==> config.mk <==
export PLATFORM = sky130hd
export DESIGN_NAME = pic_ctrl
export DESIGN_NICKNAME = d
export VERILOG_FILES = /design/src/design/pic_pkg.sv /design/src/design/pic_ctrl.sv
export SDC_FILE = /design/constraint.sdc
export NUM_CORES = 1
export LEC_CHECK = 0
export ABC_AREA = 1
export BUFFER_PORTS_ARGS = -buffer_cell sky130_fd_sc_hd__buf_2
export CAP_MARGIN = 10
export CORE_MARGIN = 2
export CORE_UTILIZATION = 55
export CTS_BUF_LIST = sky130_fd_sc_hd__clkbuf_4 sky130_fd_sc_hd__clkbuf_8 sky130_fd_sc_hd__clkbuf_16
export DETAILED_ROUTE_END_ITERATION = 7
export PLACE_DENSITY_LB_ADDON = 0.15
export SLEW_MARGIN = 20
export SYNTH_ARGS = -nofsm -noshare
export SYNTH_HDL_FRONTEND = slang
export SYNTH_SLANG_ARGS = --single-unit
==> constraint.sdc <==
create_clock -name clk -period 43 [get_ports clk]
set_clock_uncertainty 0.15 [all_clocks]
set_input_delay 8.6 -clock clk [delete_from_list [all_inputs] [get_ports clk]]
set_output_delay 8.6 -clock clk [all_outputs]
set_load 0.01 [all_outputs]
==> src/design/pic_pkg.sv <==
// Constants for the prioritized interrupt controller.
// Assumes a 16-bit register port and single clock domain.
package pic_pkg;
  localparam int unsigned PIC_ADDR_W = 8;
  localparam int unsigned PIC_DATA_W = 16;
  // Register offsets (word index on the register port)
  localparam logic [7:0] PIC_OFF_STATUS_WORD = 8'h00;
  localparam logic [7:0] PIC_OFF_CORE_CTRL = 8'h01;
  localparam logic [7:0] PIC_OFF_CTRL_ONE = 8'h02;
  localparam logic [7:0] PIC_OFF_CTRL_TWO = 8'h03;
  localparam logic [7:0] PIC_OFF_TEST_STATUS = 8'h04;
  localparam logic [7:0] PIC_OFF_IRQ_STATUS = 8'h05;
  localparam logic [7:0] PIC_OFF_IRQ_MASK = 8'h06;
  localparam logic [7:0] PIC_OFF_FLAG_BASE = 8'h10;
  localparam logic [7:0] PIC_OFF_ENABLE_BASE = 8'h20;
  localparam logic [7:0] PIC_OFF_PRIO_BASE = 8'h30;
  // Field positions
  localparam int unsigned PIC_SR_PRIO_LSB = 5;
  localparam int unsigned PIC_CORE_TOP_BIT = 3;
  localparam int unsigned PIC_C1_NEST_DIS = 15;
  localparam int unsigned PIC_C1_ARITH = 4;
  localparam int unsigned PIC_C1_ADDR = 3;
  localparam int unsigned PIC_C1_STACK = 2;
  localparam int unsigned PIC_C1_OSC = 1;
  localparam int unsigned PIC_C2_ALT_TABLE = 15;
  localparam int unsigned PIC_TS_LEVEL_LSB = 8;
  localparam int unsigned PIC_PRIO_W = 3;
  localparam int unsigned PIC_PRIO_PER_REG = 4;
  // Controls of interrupt_control_two that are writable
  localparam logic [15:0] PIC_C2_WMASK = 16'h801F;
  // Reset values and trap service level
  localparam logic [15:0] PIC_RST_WORD = 16'h0000;
  localparam logic [2:0] PIC_RST_CPU_LOW = 3'h0;
  localparam logic [2:0] PIC_PRIO_OFF = 3'h0;
  localparam logic [3:0] PIC_TRAP_LEVEL = 4'h8;
  // Event status bits
  localparam int unsigned PIC_EV_ACCEPT = 0;
  localparam int unsigned PIC_EV_TRAP = 1;
  localparam int unsigned PIC_EV_W = 2;
endpackage

==> src/design/pic_ctrl.sv <==
// Vectored priority interrupt controller with CPU priority level handling.
// Assumes request and trap inputs are synchronous to clk; one register port.
// Functional notes
// - Each source owns a request flag, set by hardware, cleared by software.
// - Disabled sources are never presented to the processor.
// - Each source has a writable three-bit priority field.
// - On a request, vector number and new level are latched in test status.
// - Latched level equals the reported source's configured priority.
// - Flag, enable and priority bits follow ascending vector number order.
// - Status word bits 7:5 hold the CPU level, software may rewrite them.
// - Core control bit 3 is the level's top bit, software cannot set it.
// - Low bits encode levels 0-7, or 8-15 with top bit; 111 blocks users.
// - Top bit reads 1 above level 7 (trap service), else 0.
// - With nesting disabled the low CPU priority bits are read-only.
// - Control one bit 15 is nesting disable, read/write, reset 0.
// - Control one holds sticky trap flags: arith 4, address 3, stack 2, osc 1.
// - Control two holds external request controls and alternate table select.
`timescale 1ns/1ps
module pic_ctrl
  import pic_pkg::*;
#(
  parameter int unsigned NUM_SRC = 32
) (
  input wire logic clk,
  input wire logic rst,
  input wire logic [pic_pkg::PIC_ADDR_W-1:0] reg_addr,
  input wire logic [pic_pkg::PIC_DATA_W-1:0] reg_wdata,
  input wire logic reg_wr,
  input wire logic reg_rd,
  output logic [pic_pkg::PIC_DATA_W-1:0] reg_rdata,
  input wire logic [NUM_SRC-1:0] src_event,
  input wire logic trap_arith,
  input wire logic trap_address,
  input wire logic trap_stack,
  input wire logic trap_oscillator,
  input wire logic trap_return,
  output logic irq_req,
  output logic [7:0] irq_vector,
  output logic [3:0] irq_level,
  input wire logic irq_ack,
  output logic alt_table_sel,
  output logic [4:0] ext_edge_sel,
  output logic irq_out
);
  import pic_pkg::*;

  localparam int unsigned NWORD = (NUM_SRC + 15) / 16;
  localparam int unsigned NPRIO = (NUM_SRC + PIC_PRIO_PER_REG - 1) / PIC_PRIO_PER_REG;

  logic [NUM_SRC-1:0] flag_r;
  logic [NUM_SRC-1:0] enable_r;
  logic [PIC_PRIO_W-1:0] prio_r [NUM_SRC];
  logic [2:0] cpu_low_r;
  logic cpu_top_r;
  logic nest_dis_r;
  logic [3:0] trap_r;
  logic [15:0] ctrl_two_r;
  logic [7:0] ts_vec_r;
  logic [3:0] ts_lvl_r;
  logic [PIC_EV_W-1:0] ev_stat_r;
  logic [PIC_EV_W-1:0] ev_mask_r;
  logic [15:0] rdata_nxt;

  logic win_found;
  logic [7:0] win_vec;
  logic [2:0] win_prio;
  logic [3:0] cpu_level;
  logic accept;

  assign cpu_level = {cpu_top_r, cpu_low_r};
  assign accept = irq_req & irq_ack;

  function automatic logic wr_at(input logic [7:0] off);
    return reg_wr && (reg_addr == off);
  endfunction

  genvar gi;
  generate
    for (gi = 0; gi < NUM_SRC; gi++) begin : g_src
      localparam logic [7:0] FW = 8'(PIC_OFF_FLAG_BASE + gi / 16);
      localparam logic [7:0] EW = 8'(PIC_OFF_ENABLE_BASE + gi / 16);
      localparam logic [7:0] PW = 8'(PIC_OFF_PRIO_BASE + gi / PIC_PRIO_PER_REG);
      localparam int unsigned FB = gi % 16;
      localparam int unsigned PB = (gi % PIC_PRIO_PER_REG) * 4;
      always_ff @(posedge clk or posedge rst) begin
        if (rst) begin
          flag_r[gi] <= 1'b0;
        end else if (src_event[gi]) begin
          flag_r[gi] <= 1'b1;
        end else if (wr_at(FW)) begin
          flag_r[gi] <= reg_wdata[FB];
        end
      end
      always_ff @(posedge clk or posedge rst) begin
        if (rst) begin
          enable_r[gi] <= 1'b0;
        end else if (wr_at(EW)) begin
          enable_r[gi] <= reg_wdata[FB];
        end
      end
      always_ff @(posedge clk or posedge rst) begin
        if (rst) begin
          prio_r[gi] <= PIC_PRIO_OFF;
        end else if (wr_at(PW)) begin
          prio_r[gi] <= reg_wdata[PB +: PIC_PRIO_W];
        end
      end
    end
  endgenerate

  always_comb begin
    win_found = 1'b0;
    win_vec = 8'h00;
    win_prio = 3'h0;
    for (int i = 0; i < NUM_SRC; i++) begin
      if (flag_r[i] && enable_r[i] && (!win_found || prio_r[i] > win_prio)) begin
        win_found = 1'b1;
        win_vec = 8'(i);
        win_prio = prio_r[i];
      end
    end
  end

  assign irq_req = win_found && ({1'b0, win_prio} > cpu_level);
  assign irq_vector = win_vec;
  assign irq_level = {1'b0, win_prio};

  always_ff @(posedge clk or posedge rst) begin
    if (rst) begin
      cpu_low_r <= PIC_RST_CPU_LOW;
    end else if (accept) begin
      cpu_low_r <= win_prio;
    end else if (wr_at(PIC_OFF_STATUS_WORD) && !nest_dis_r) begin
      cpu_low_r <= reg_wdata[PIC_SR_PRIO_LSB +: 3];
    end
  end

  always_ff @(posedge clk or posedge rst) begin
    if (rst) begin
      cpu_top_r <= 1'b0;
    end else if (|{trap_arith, trap_address, trap_stack, trap_oscillator}) begin
      cpu_top_r <= 1'b1;
    end else if (trap_return) begin
      cpu_top_r <= 1'b0;
    end else if (wr_at(PIC_OFF_CORE_CTRL) && !reg_wdata[PIC_CORE_TOP_BIT]) begin
      cpu_top_r <= 1'b0;
    end
  end

  always_ff @(posedge clk or posedge rst) begin
    if (rst) begin
      nest_dis_r <= 1'b0;
    end else if (wr_at(PIC_OFF_CTRL_ONE)) begin
      nest_dis_r <= reg_wdata[PIC_C1_NEST_DIS];
    end
  end

  always_ff @(posedge clk or posedge rst) begin
    if (rst) begin
      trap_r <= 4'h0;
    end else begin
      trap_r <= (wr_at(PIC_OFF_CTRL_ONE) ? reg_wdata[PIC_C1_ARITH:PIC_C1_OSC] : trap_r)
        | {trap_arith, trap_address, trap_stack, trap_oscillator};
    end
  end

  always_ff @(posedge clk or posedge rst) begin
    if (rst) begin
      ctrl_two_r <= PIC_RST_WORD;
    end else if (wr_at(PIC_OFF_CTRL_TWO)) begin
      ctrl_two_r <= reg_wdata & PIC_C2_WMASK;
    end
  end
  assign alt_table_sel = ctrl_two_r[PIC_C2_ALT_TABLE];
  assign ext_edge_sel = ctrl_two_r[4:0];

  always_ff @(posedge clk or posedge rst) begin
    if (rst) begin
      ts_vec_r <= 8'h00;
      ts_lvl_r <= 4'h0;
    end else if (irq_req) begin
      ts_vec_r <= win_vec;
      ts_lvl_r <= {1'b0, win_prio};
    end
  end

  // Event status: set wins over read clear
  logic [PIC_EV_W-1:0] ev_set;
  assign ev_set = {|{trap_arith, trap_address, trap_stack, trap_oscillator}, accept};
  always_ff @(posedge clk or posedge rst) begin
    if (rst) begin
      ev_stat_r <= '0;
    end else if (reg_rd && reg_addr == PIC_OFF_IRQ_STATUS) begin
      ev_stat_r <= ev_set;
    end else begin
      ev_stat_r <= ev_stat_r | ev_set;
    end
  end
  always_ff @(posedge clk or posedge rst) begin
    if (rst) begin
      ev_mask_r <= '0;
    end else if (wr_at(PIC_OFF_IRQ_MASK)) begin
      ev_mask_r <= reg_wdata[PIC_EV_W-1:0];
    end
  end
  assign irq_out = |(ev_stat_r & ev_mask_r);

  // Read words, one per register
  logic [15:0] rd_status_word;
  logic [15:0] rd_core_ctrl;
  logic [15:0] rd_ctrl_one;
  logic [15:0] rd_ctrl_two;
  logic [15:0] rd_test_status;
  logic [15:0] rd_ev_stat;
  logic [15:0] rd_ev_mask;
  logic [15:0] rd_flag_word [NWORD];
  logic [15:0] rd_enable_word [NWORD];
  logic [15:0] rd_prio_word [NPRIO];

  always_comb begin
    rd_status_word = 16'h0000;
    rd_status_word[PIC_SR_PRIO_LSB +: 3] = cpu_low_r;
  end

  always_comb begin
    rd_core_ctrl = 16'h0000;
    rd_core_ctrl[PIC_CORE_TOP_BIT] = cpu_top_r;
  end

  always_comb begin
    rd_ctrl_one = 16'h0000;
    rd_ctrl_one[PIC_C1_NEST_DIS] = nest_dis_r;
    rd_ctrl_one[PIC_C1_ARITH:PIC_C1_OSC] = trap_r;
  end

  always_comb begin
    rd_ctrl_two = ctrl_two_r;
  end

  always_comb begin
    rd_test_status = 16'h0000;
    rd_test_status[PIC_TS_LEVEL_LSB +: 4] = ts_lvl_r;
    rd_test_status[7:0] = ts_vec_r;
  end

  // Event status and mask views
  always_comb begin
    rd_ev_stat = 16'h0000;
    rd_ev_stat[PIC_EV_W-1:0] = ev_stat_r;
  end
  always_comb begin
    rd_ev_mask = 16'h0000;
    rd_ev_mask[PIC_EV_W-1:0] = ev_mask_r;
  end

  genvar gw;
  generate
    for (gw = 0; gw < NWORD; gw++) begin : g_word
      always_comb begin
        rd_flag_word[gw] = 16'h0000;
        rd_enable_word[gw] = 16'h0000;
        for (int b = 0; b < 16; b++) begin
          if (gw * 16 + b < NUM_SRC) begin
            rd_flag_word[gw][b] = flag_r[gw * 16 + b];
            rd_enable_word[gw][b] = enable_r[gw * 16 + b];
          end
        end
      end
    end
  endgenerate

  genvar gp;
  generate
    for (gp = 0; gp < NPRIO; gp++) begin : g_prio_word
      always_comb begin
        rd_prio_word[gp] = 16'h0000;
        for (int k = 0; k < PIC_PRIO_PER_REG; k++) begin
          if (gp * PIC_PRIO_PER_REG + k < NUM_SRC) begin
            rd_prio_word[gp][k * 4 +: PIC_PRIO_W] = prio_r[gp * PIC_PRIO_PER_REG + k];
          end
        end
      end
    end
  endgenerate

  // Read mux, unmapped offsets read zero
  always_comb begin
    rdata_nxt = 16'h0000;
    case (reg_addr)
      PIC_OFF_STATUS_WORD: begin
        rdata_nxt = rd_status_word;
      end
      PIC_OFF_CORE_CTRL: begin
        rdata_nxt = rd_core_ctrl;
      end
      PIC_OFF_CTRL_ONE: begin
        rdata_nxt = rd_ctrl_one;
      end
      PIC_OFF_CTRL_TWO: begin
        rdata_nxt = rd_ctrl_two;
      end
      PIC_OFF_TEST_STATUS: begin
        rdata_nxt = rd_test_status;
      end
      PIC_OFF_IRQ_STATUS: begin
        rdata_nxt = rd_ev_stat;
      end
      PIC_OFF_IRQ_MASK: begin
        rdata_nxt = rd_ev_mask;
      end
      default: begin
        for (int w = 0; w < NWORD; w++) begin
          if (reg_addr == 8'(PIC_OFF_FLAG_BASE + w)) begin
            rdata_nxt = rd_flag_word[w];
          end
          if (reg_addr == 8'(PIC_OFF_ENABLE_BASE + w)) begin
            rdata_nxt = rd_enable_word[w];
          end
        end
        for (int w = 0; w < NPRIO; w++) begin
          if (reg_addr == 8'(PIC_OFF_PRIO_BASE + w)) begin
            rdata_nxt = rd_prio_word[w];
          end
        end
      end
    endcase
  end

  always_ff @(posedge clk or posedge rst) begin
    if (rst) begin
      reg_rdata <= 16'h0000;
    end else if (reg_rd) begin
      reg_rdata <= rdata_nxt;
    end else begin
      reg_rdata <= 16'h0000;
    end
  end
endmodule // pic_ctrl

# After elaboration in Yosys (flattened, before gate mapping)
# Index checks and enable logic that the tools add are counted.
# classes
n_bitwise,4
n_eq_ne,18
mux,180
magnitude_cmp,32
n_reduce_logical,185
# op_table
operator,n
$mux 8,30
$mux 16,13
$pmux 16 s7,1
$mux 3,34
$mux 1,100
$gt 3x3->1,31
$logic_and 1x1->1,84
$eq 8x6->1 const B,10
$reduce_bool 2->1,33
$logic_not 1->1,33
$logic_or 1x1->1,31
$eq 8x3->1 const B,3
$eq 8x2->1 const B,2
$eq 8x5->1 const B,2
$eq 8x1->1 const B,1
$logic_not 8->1,1
$gt 3x4->1,1
$mux 4,1
$or 4x4->4,1
$reduce_or 4->1,1
$reduce_bool 3->1,1
$and 2x2->2,1
$mux 2,1
$or 2x2->2,1
other kinds (2),2
# totals
output_inout_bits,36
reg_bits,206
inputBits,66

# Depth between registers and ports, before layout
# logic_depth
ltp_word,131
ltp_mapped,314
depth_no_buf,314

# Least setup slack after synthesis
# No wires, ideal clock.
# synth_timing
kind,register to output
startpoint,reg enable_r[0]
endpoint,out irq_req
setup_slack_ns,1.942
stages_incl_launch_ff,294
arrival_ns,32.308
t_required_ns,34.250
path_cell_list,dfrtp_1 > nand2_2 > nor2_1 > inv_1 > ha_1 > a21oi_1 > nand2_1 > nand2_1 > nand2_1 > nand2_2 > nand2_1 > and2_1 > ha_1 > a21oi_1 > o21ai_1 > nand2_1 > nand2_2 > nand2_2 > (+258 left out) > nand2_1 > o21ai_2 > ha_1 > nand2_1 > o21ai_0 > nand2_1 > nand2_1 > nand2_1 > or2_2 > a21boi_1 > ha_1 > inv_1 > nor2_1 > o21ai_0 > a221oi_1 > o21ai_0 > clkinv_1 > buf_6
# synth_between
elab_chain_cells,128
word_cells_on_any_way,191
classes_between,32 x order compare; 64 x mux; 95 x reduce/logical
# synth_lines
item,line_no,rtl
from (decl),pic_ctrl.sv:51,logic [NUM_SRC-1:0] enable_r;
"from (signal, indexed assignment)",pic_ctrl.sv:98,enable_r[gi] <= reg_wdata[FB];
$logic_and 1x1->1 *,pic_ctrl.sv:116,if (flag_r[i] && enable_r[i] && (!win_found || prio_r[i] > win_prio)) begin
$mux 3 or $mux 1 (tied branches),pic_ctrl.sv:116,
$gt 3x3->1 or $logic_not 1->1 (tied branches),pic_ctrl.sv:116,
$logic_or 1x1->1,pic_ctrl.sv:116,
$logic_and 1x1->1,pic_ctrl.sv:116,
$mux 3 or $mux 1 (tied branches),pic_ctrl.sv:116,
$gt 3x3->1 or $logic_not 1->1 (tied branches),pic_ctrl.sv:116,
$logic_or 1x1->1,pic_ctrl.sv:116,
(+113 left out),n/a,
$mux 3 or $mux 1 (tied branches),pic_ctrl.sv:116,
$gt 3x3->1 or $logic_not 1->1 (tied branches),pic_ctrl.sv:116,
$logic_or 1x1->1,pic_ctrl.sv:116,
$logic_and 1x1->1,pic_ctrl.sv:116,
$mux 3 *,pic_ctrl.sv:116,
via irq_level[1],pic_ctrl.sv:39,"output logic [3:0] irq_level,"
$gt 3x4->1 *,pic_ctrl.sv:124,"assign irq_req = win_found && ({1'b0, win_prio} > cpu_level);"
$logic_and 1x1->1 *,pic_ctrl.sv:124,
to (decl),pic_ctrl.sv:37,"output logic irq_req,"
# The timed path passes the listed nets; every way through them passes the cells marked *.

# Worst setup path in the final report
# layout_timing
startpoint,reg enable_r[0]
endpoint,out irq_req
# layout_between
elab_chain_cells,128
word_cells_on_any_way,191
classes_between,32 x order compare; 64 x mux; 95 x reduce/logical
# layout_lines
item,line_no
$logic_and 1x1->1 *,pic_ctrl.sv:116
$mux 3 or $mux 1 (tied branches),pic_ctrl.sv:116
$gt 3x3->1 or $logic_not 1->1 (tied branches),pic_ctrl.sv:116
$logic_or 1x1->1,pic_ctrl.sv:116
$logic_and 1x1->1,pic_ctrl.sv:116
$mux 3 or $mux 1 (tied branches),pic_ctrl.sv:116
$gt 3x3->1 or $logic_not 1->1 (tied branches),pic_ctrl.sv:116
$logic_or 1x1->1,pic_ctrl.sv:116
(+112 left out),n/a
$logic_and 1x1->1,pic_ctrl.sv:116
$mux 3 or $mux 1 (tied branches),pic_ctrl.sv:116
$gt 3x3->1 or $logic_not 1->1 (tied branches),pic_ctrl.sv:116
$logic_or 1x1->1,pic_ctrl.sv:116
$logic_and 1x1->1,pic_ctrl.sv:116
$mux 3,pic_ctrl.sv:116
$gt 3x4->1,pic_ctrl.sv:124
$logic_and 1x1->1 *,pic_ctrl.sv:124
# Mark *: on every way between the ends. The rest lies on a longest branch, timed or not.

==> Flow_metrics.wiki <==
{| class="wikitable"
! Metric !! Value
|-
| Power share of the sequential group || 27.5%
|-
| Cell occurring most often along the worst timing path || nand2_2
|-
| Pwr Density || between 40 and 50 nW/um2
|-
| Total wirelength of the detailed-routed design || between 40,000 and 50,000 um
|-
| Ratio of cells with drive above 1 in the final layout || between 20 and 30%
|-
| Standard-cell row count || 57
|-
| Measured slew at the worst slew-check pin || approximately 1.1 ns
|-
| Setup repair after global routing missed its margin || yes
|-
| Fraction of power consumed by combinational cells || approximately 45%
|-
| Element type at the critical path end || output port
|-
| Cells after Synth || approximately 1,800
|-
| Endpoints failing hold || 0
|-
| Vias in the first global route || around 13,000
|-
| Effective utilization at floorplan || 55.5%
|-
| Total I/O pin count || slightly above 100
|-
| Pleak || between 0.008 and 0.009 uW
|-
| Clock transition at the registers of the reported paths || roughly 0.060 ns
|-
| Post-route core utilization || between 70% and 80%
|-
| Minimum period implied by the final worst setup slack || about 42 ns
|-
| First-pass GRT wire length || between 60,000 and 70,000 um
|-
| P_int || slightly below 500 uW
|-
| Number of setup violations in the final report || 0
|-
| Area of the die || around 26,000 um2
|-
| Count of nets left with antenna violations after detail routing || 0
|-
| Worst path max stage delay || between 0.3 and 0.4 ns
|-
| Via density per instance || 5.88
|-
| Clock root cell || clkbuf_16
|-
| Type of origin of the critical path || flop
|-
| Die width || roughly 160 um
|-
| Deepest clock path buffer count || 3
|-
| Count of clock tree sinks || slightly above 200
|-
| Net Switching || roughly 290 uW
|-
| Number of pins with negative max-slew slack in the final report || 0
|-
| Most frequent standard cell in the layout excluding fill and tap cells || nand2_1
|-
| Hold-fix buffer count after cts || 0
|-
| Worst-case vdd ir drop || between 0.03 and 0.04 mV
|-
| Max-capacitance violation count || 0
|-
| HP Class || flop to flop
|-
| Worst-path maximum fanout || 7
|-
| Required time of the worst setup path || between 30 and 40 ns
|-
| Switching Fraction || 37.2%
|-
| Initial detailed-routing violation count || ~1,600
|-
| Die height || 160 um
|-
| Area growth, synth to finish || 27.5%
|-
| TritonCTS clock tree || done
|-
| Max transition margin || a little over a quarter
|-
| Routed via count || roughly 14,000
|-
| Count of different cell masters after synthesis || 42
|-
| Arrival time at the worst endpoint || roughly 34 ns
|-
| Detailed-router iteration count before antenna repair || 8
|-
| Number of buffers inserted during clock tree synthesis || 23
|-
| Net total in the final layout || 2,227
|-
| Synthesized area per cell || 7.24 um2
|-
| Clock Latency Late Sink || 0.54 ns
|-
| Clock share of power || between 20% and 30%
|-
| DRC viols || 0
|-
| Master of the slowest instance on the critical path || dfrtp_1
|-
| Level count of the clock H-tree || 1
|-
| Core area || around 24,000 um2
|-
| YS warnings || 0
|-
| Post-DP HPWL || roughly 33,000 um
|-
| Critical path class || flop to output port
|-
| Largest net degree at the start of global routing || between 100 and 150
|-
| Post-Synthesis Cell Area || 13,400 um2
|-
| WL per Instance || 19.6 um
|-
| Diodes inserted || 0
|-
| Post-Route Hold Slack || about 0.34 ns
|-
| Sequential element share of the synthesized area || between 30% and 40%
|-
| Number of antenna violations at the first check in global routing || 1
|-
| Register bit total from synthesis || a little over 200
|-
| Period utilization || between 90 and 100%
|-
| Total of buffers placed on input and output ports || 97
|-
| Max Freq || around 24 MHz
|-
| Final weighted congestion in routability-driven placement || roughly 1
|-
| Total global routing overflow || 0
|-
| Result of the run || complete, no violations
|-
| Commonest cells after routing, fill and taps aside || 434 x nand2_1, 229 x inv_1, 219 x o21ai_0
|-
| Gr usage total || a little over a third
|}
final cells by class:
type	instances	area, um2
Fill cell	1944	7040
Multi-Input combinational cell	1344	8020
Clock buffer	32	668
Timing Repair Buffer	268	1810
Sequential cell	203	5080
Tap cell	324	405
Clock inverter	9	130
Inverter	250	951
logic make-up after synthesis:
family          count (synthesis)  synth area share [%]
buf+inv                       305                  8.74
simple gates                  784                  26.5
fa+ha+maj                      71                  6.64
other cells                     1                0.0280
compound gates                485                  20.1
flops                         203                  38.0
layer usage:
| metal | routed length, um | global-route usage, % |
|---|---|---|
| met4 | 2390 | 13.1 |
| met2 | 21600 | 55.1 |
| met1 | 19100 | 48.1 |
| met5 | 0 | 0 |
| met3 | 4660 | 5.79 |
cell usage after synthesis, drive strengths merged:
cell | n | area share, %
ha | 71 | 6.6
dfrtp | 203 | 38
o2111ai | 16 | 1.0
o22ai | 13 | 0.61
a21o | 1 | 0.056
a211o | 5 | 0.33
and2 | 4 | 0.20
nand3b | 1 | 0.056
o221ai | 1 | 0.065
clkbuf | 49 | 1.4
nand2 | 568 | 18
nor4 | 2 | 0.093
o211ai | 7 | 0.39
a21oi | 67 | 2.5
buf | 6 | 0.34
o21a | 6 | 0.34
or2 | 3 | 0.14
a22o | 2 | 0.13
a311oi | 6 | 0.39
clkinv | 5 | 0.14
a221oi | 15 | 0.98
a21boi | 1 | 0.056
a31oi | 11 | 0.51
o311ai | 1 | 0.065
nor2 | 96 | 2.7
nand4 | 5 | 0.23
nand3 | 92 | 4.4
conb | 1 | 0.028
inv | 245 | 6.9
nor3 | 13 | 0.49
a211oi | 8 | 0.45
o21ai | 325 | 12
final timing paths:
path | startpoint | end | slack [ns] | depth (start not counted)
setup / recovery | enable_r[0] | irq_req | 0.62 | 301
max in group asynchronous | rst | reg_rdata[8] | 33.01 | 3
min in group asynchronous | rst | prio_r[91] | 8.12 | 2
hold / removal | prio_r[81] | prio_r[81] | 0.34 | 2
setup reg to reg | enable_r[0] | cpu_low_r[1] | 8.94 | 306
hold reg to reg | prio_r[81] | prio_r[81] | 0.34 | 2
state kept, by name, summed over array words and instances, names as in the netlist:
register / flops
nest_dis_r: 1
prio_r: 96
enable_r: 32
ev_stat_r: 2
ts_vec_r: 5
flag_r: 32
cpu_low_r: 3
ctrl_two_r: 6
ts_lvl_r: 3
cpu_top_r: 1
ev_mask_r: 2
trap_r: 4
reg_rdata: 16
repair_timing:
action | CTS | global route
setup endpoints to repair | 9 | 9
cloned | 0 | 0
resized for setup | 68 | 248
setup buffers | 3 | 71
pin swaps | 6 | 195
endpoints found under the hold margin | 0 | 0
worst max-delay path: cells and delay by family, from the launching register on:
family / cells / cell delay (ns)
simple gates: 139 / 11.51
fa+ha+maj: 32 / 9.32
compound gates: 81 / 8.56
buf+inv: 49 / 3.18
flops: 1 / 0.36
per-stage QoR:
stage          instance area [um2]  setup WS, ns  power (uW)  cells  TNS [ns]
2_1_floorplan                13400          1.94         380   1852         0
3_3_place_gp                 14800        0.0926         452   2315         0
3_5_place_dp                 14800         -1.79         462   2315     -9.24
4_1_cts                      15700        0.0143         677   2359         0
5_1_grt                      17100         -1.84         806   2430     -9.51
6_report                     17100         0.622         768   2430         0
power groups by stage:
stage	Combinational [uW]	Sequential (uW)	Clock (uW)
after floorplan	169	211	0
after global placement	239	213	0
after detailed placement	249	213	0
after CTS	257	210	209
after global routing	377	212	217
final	346	211	211
No activity file was read; power rests on OpenSTA's default activity.
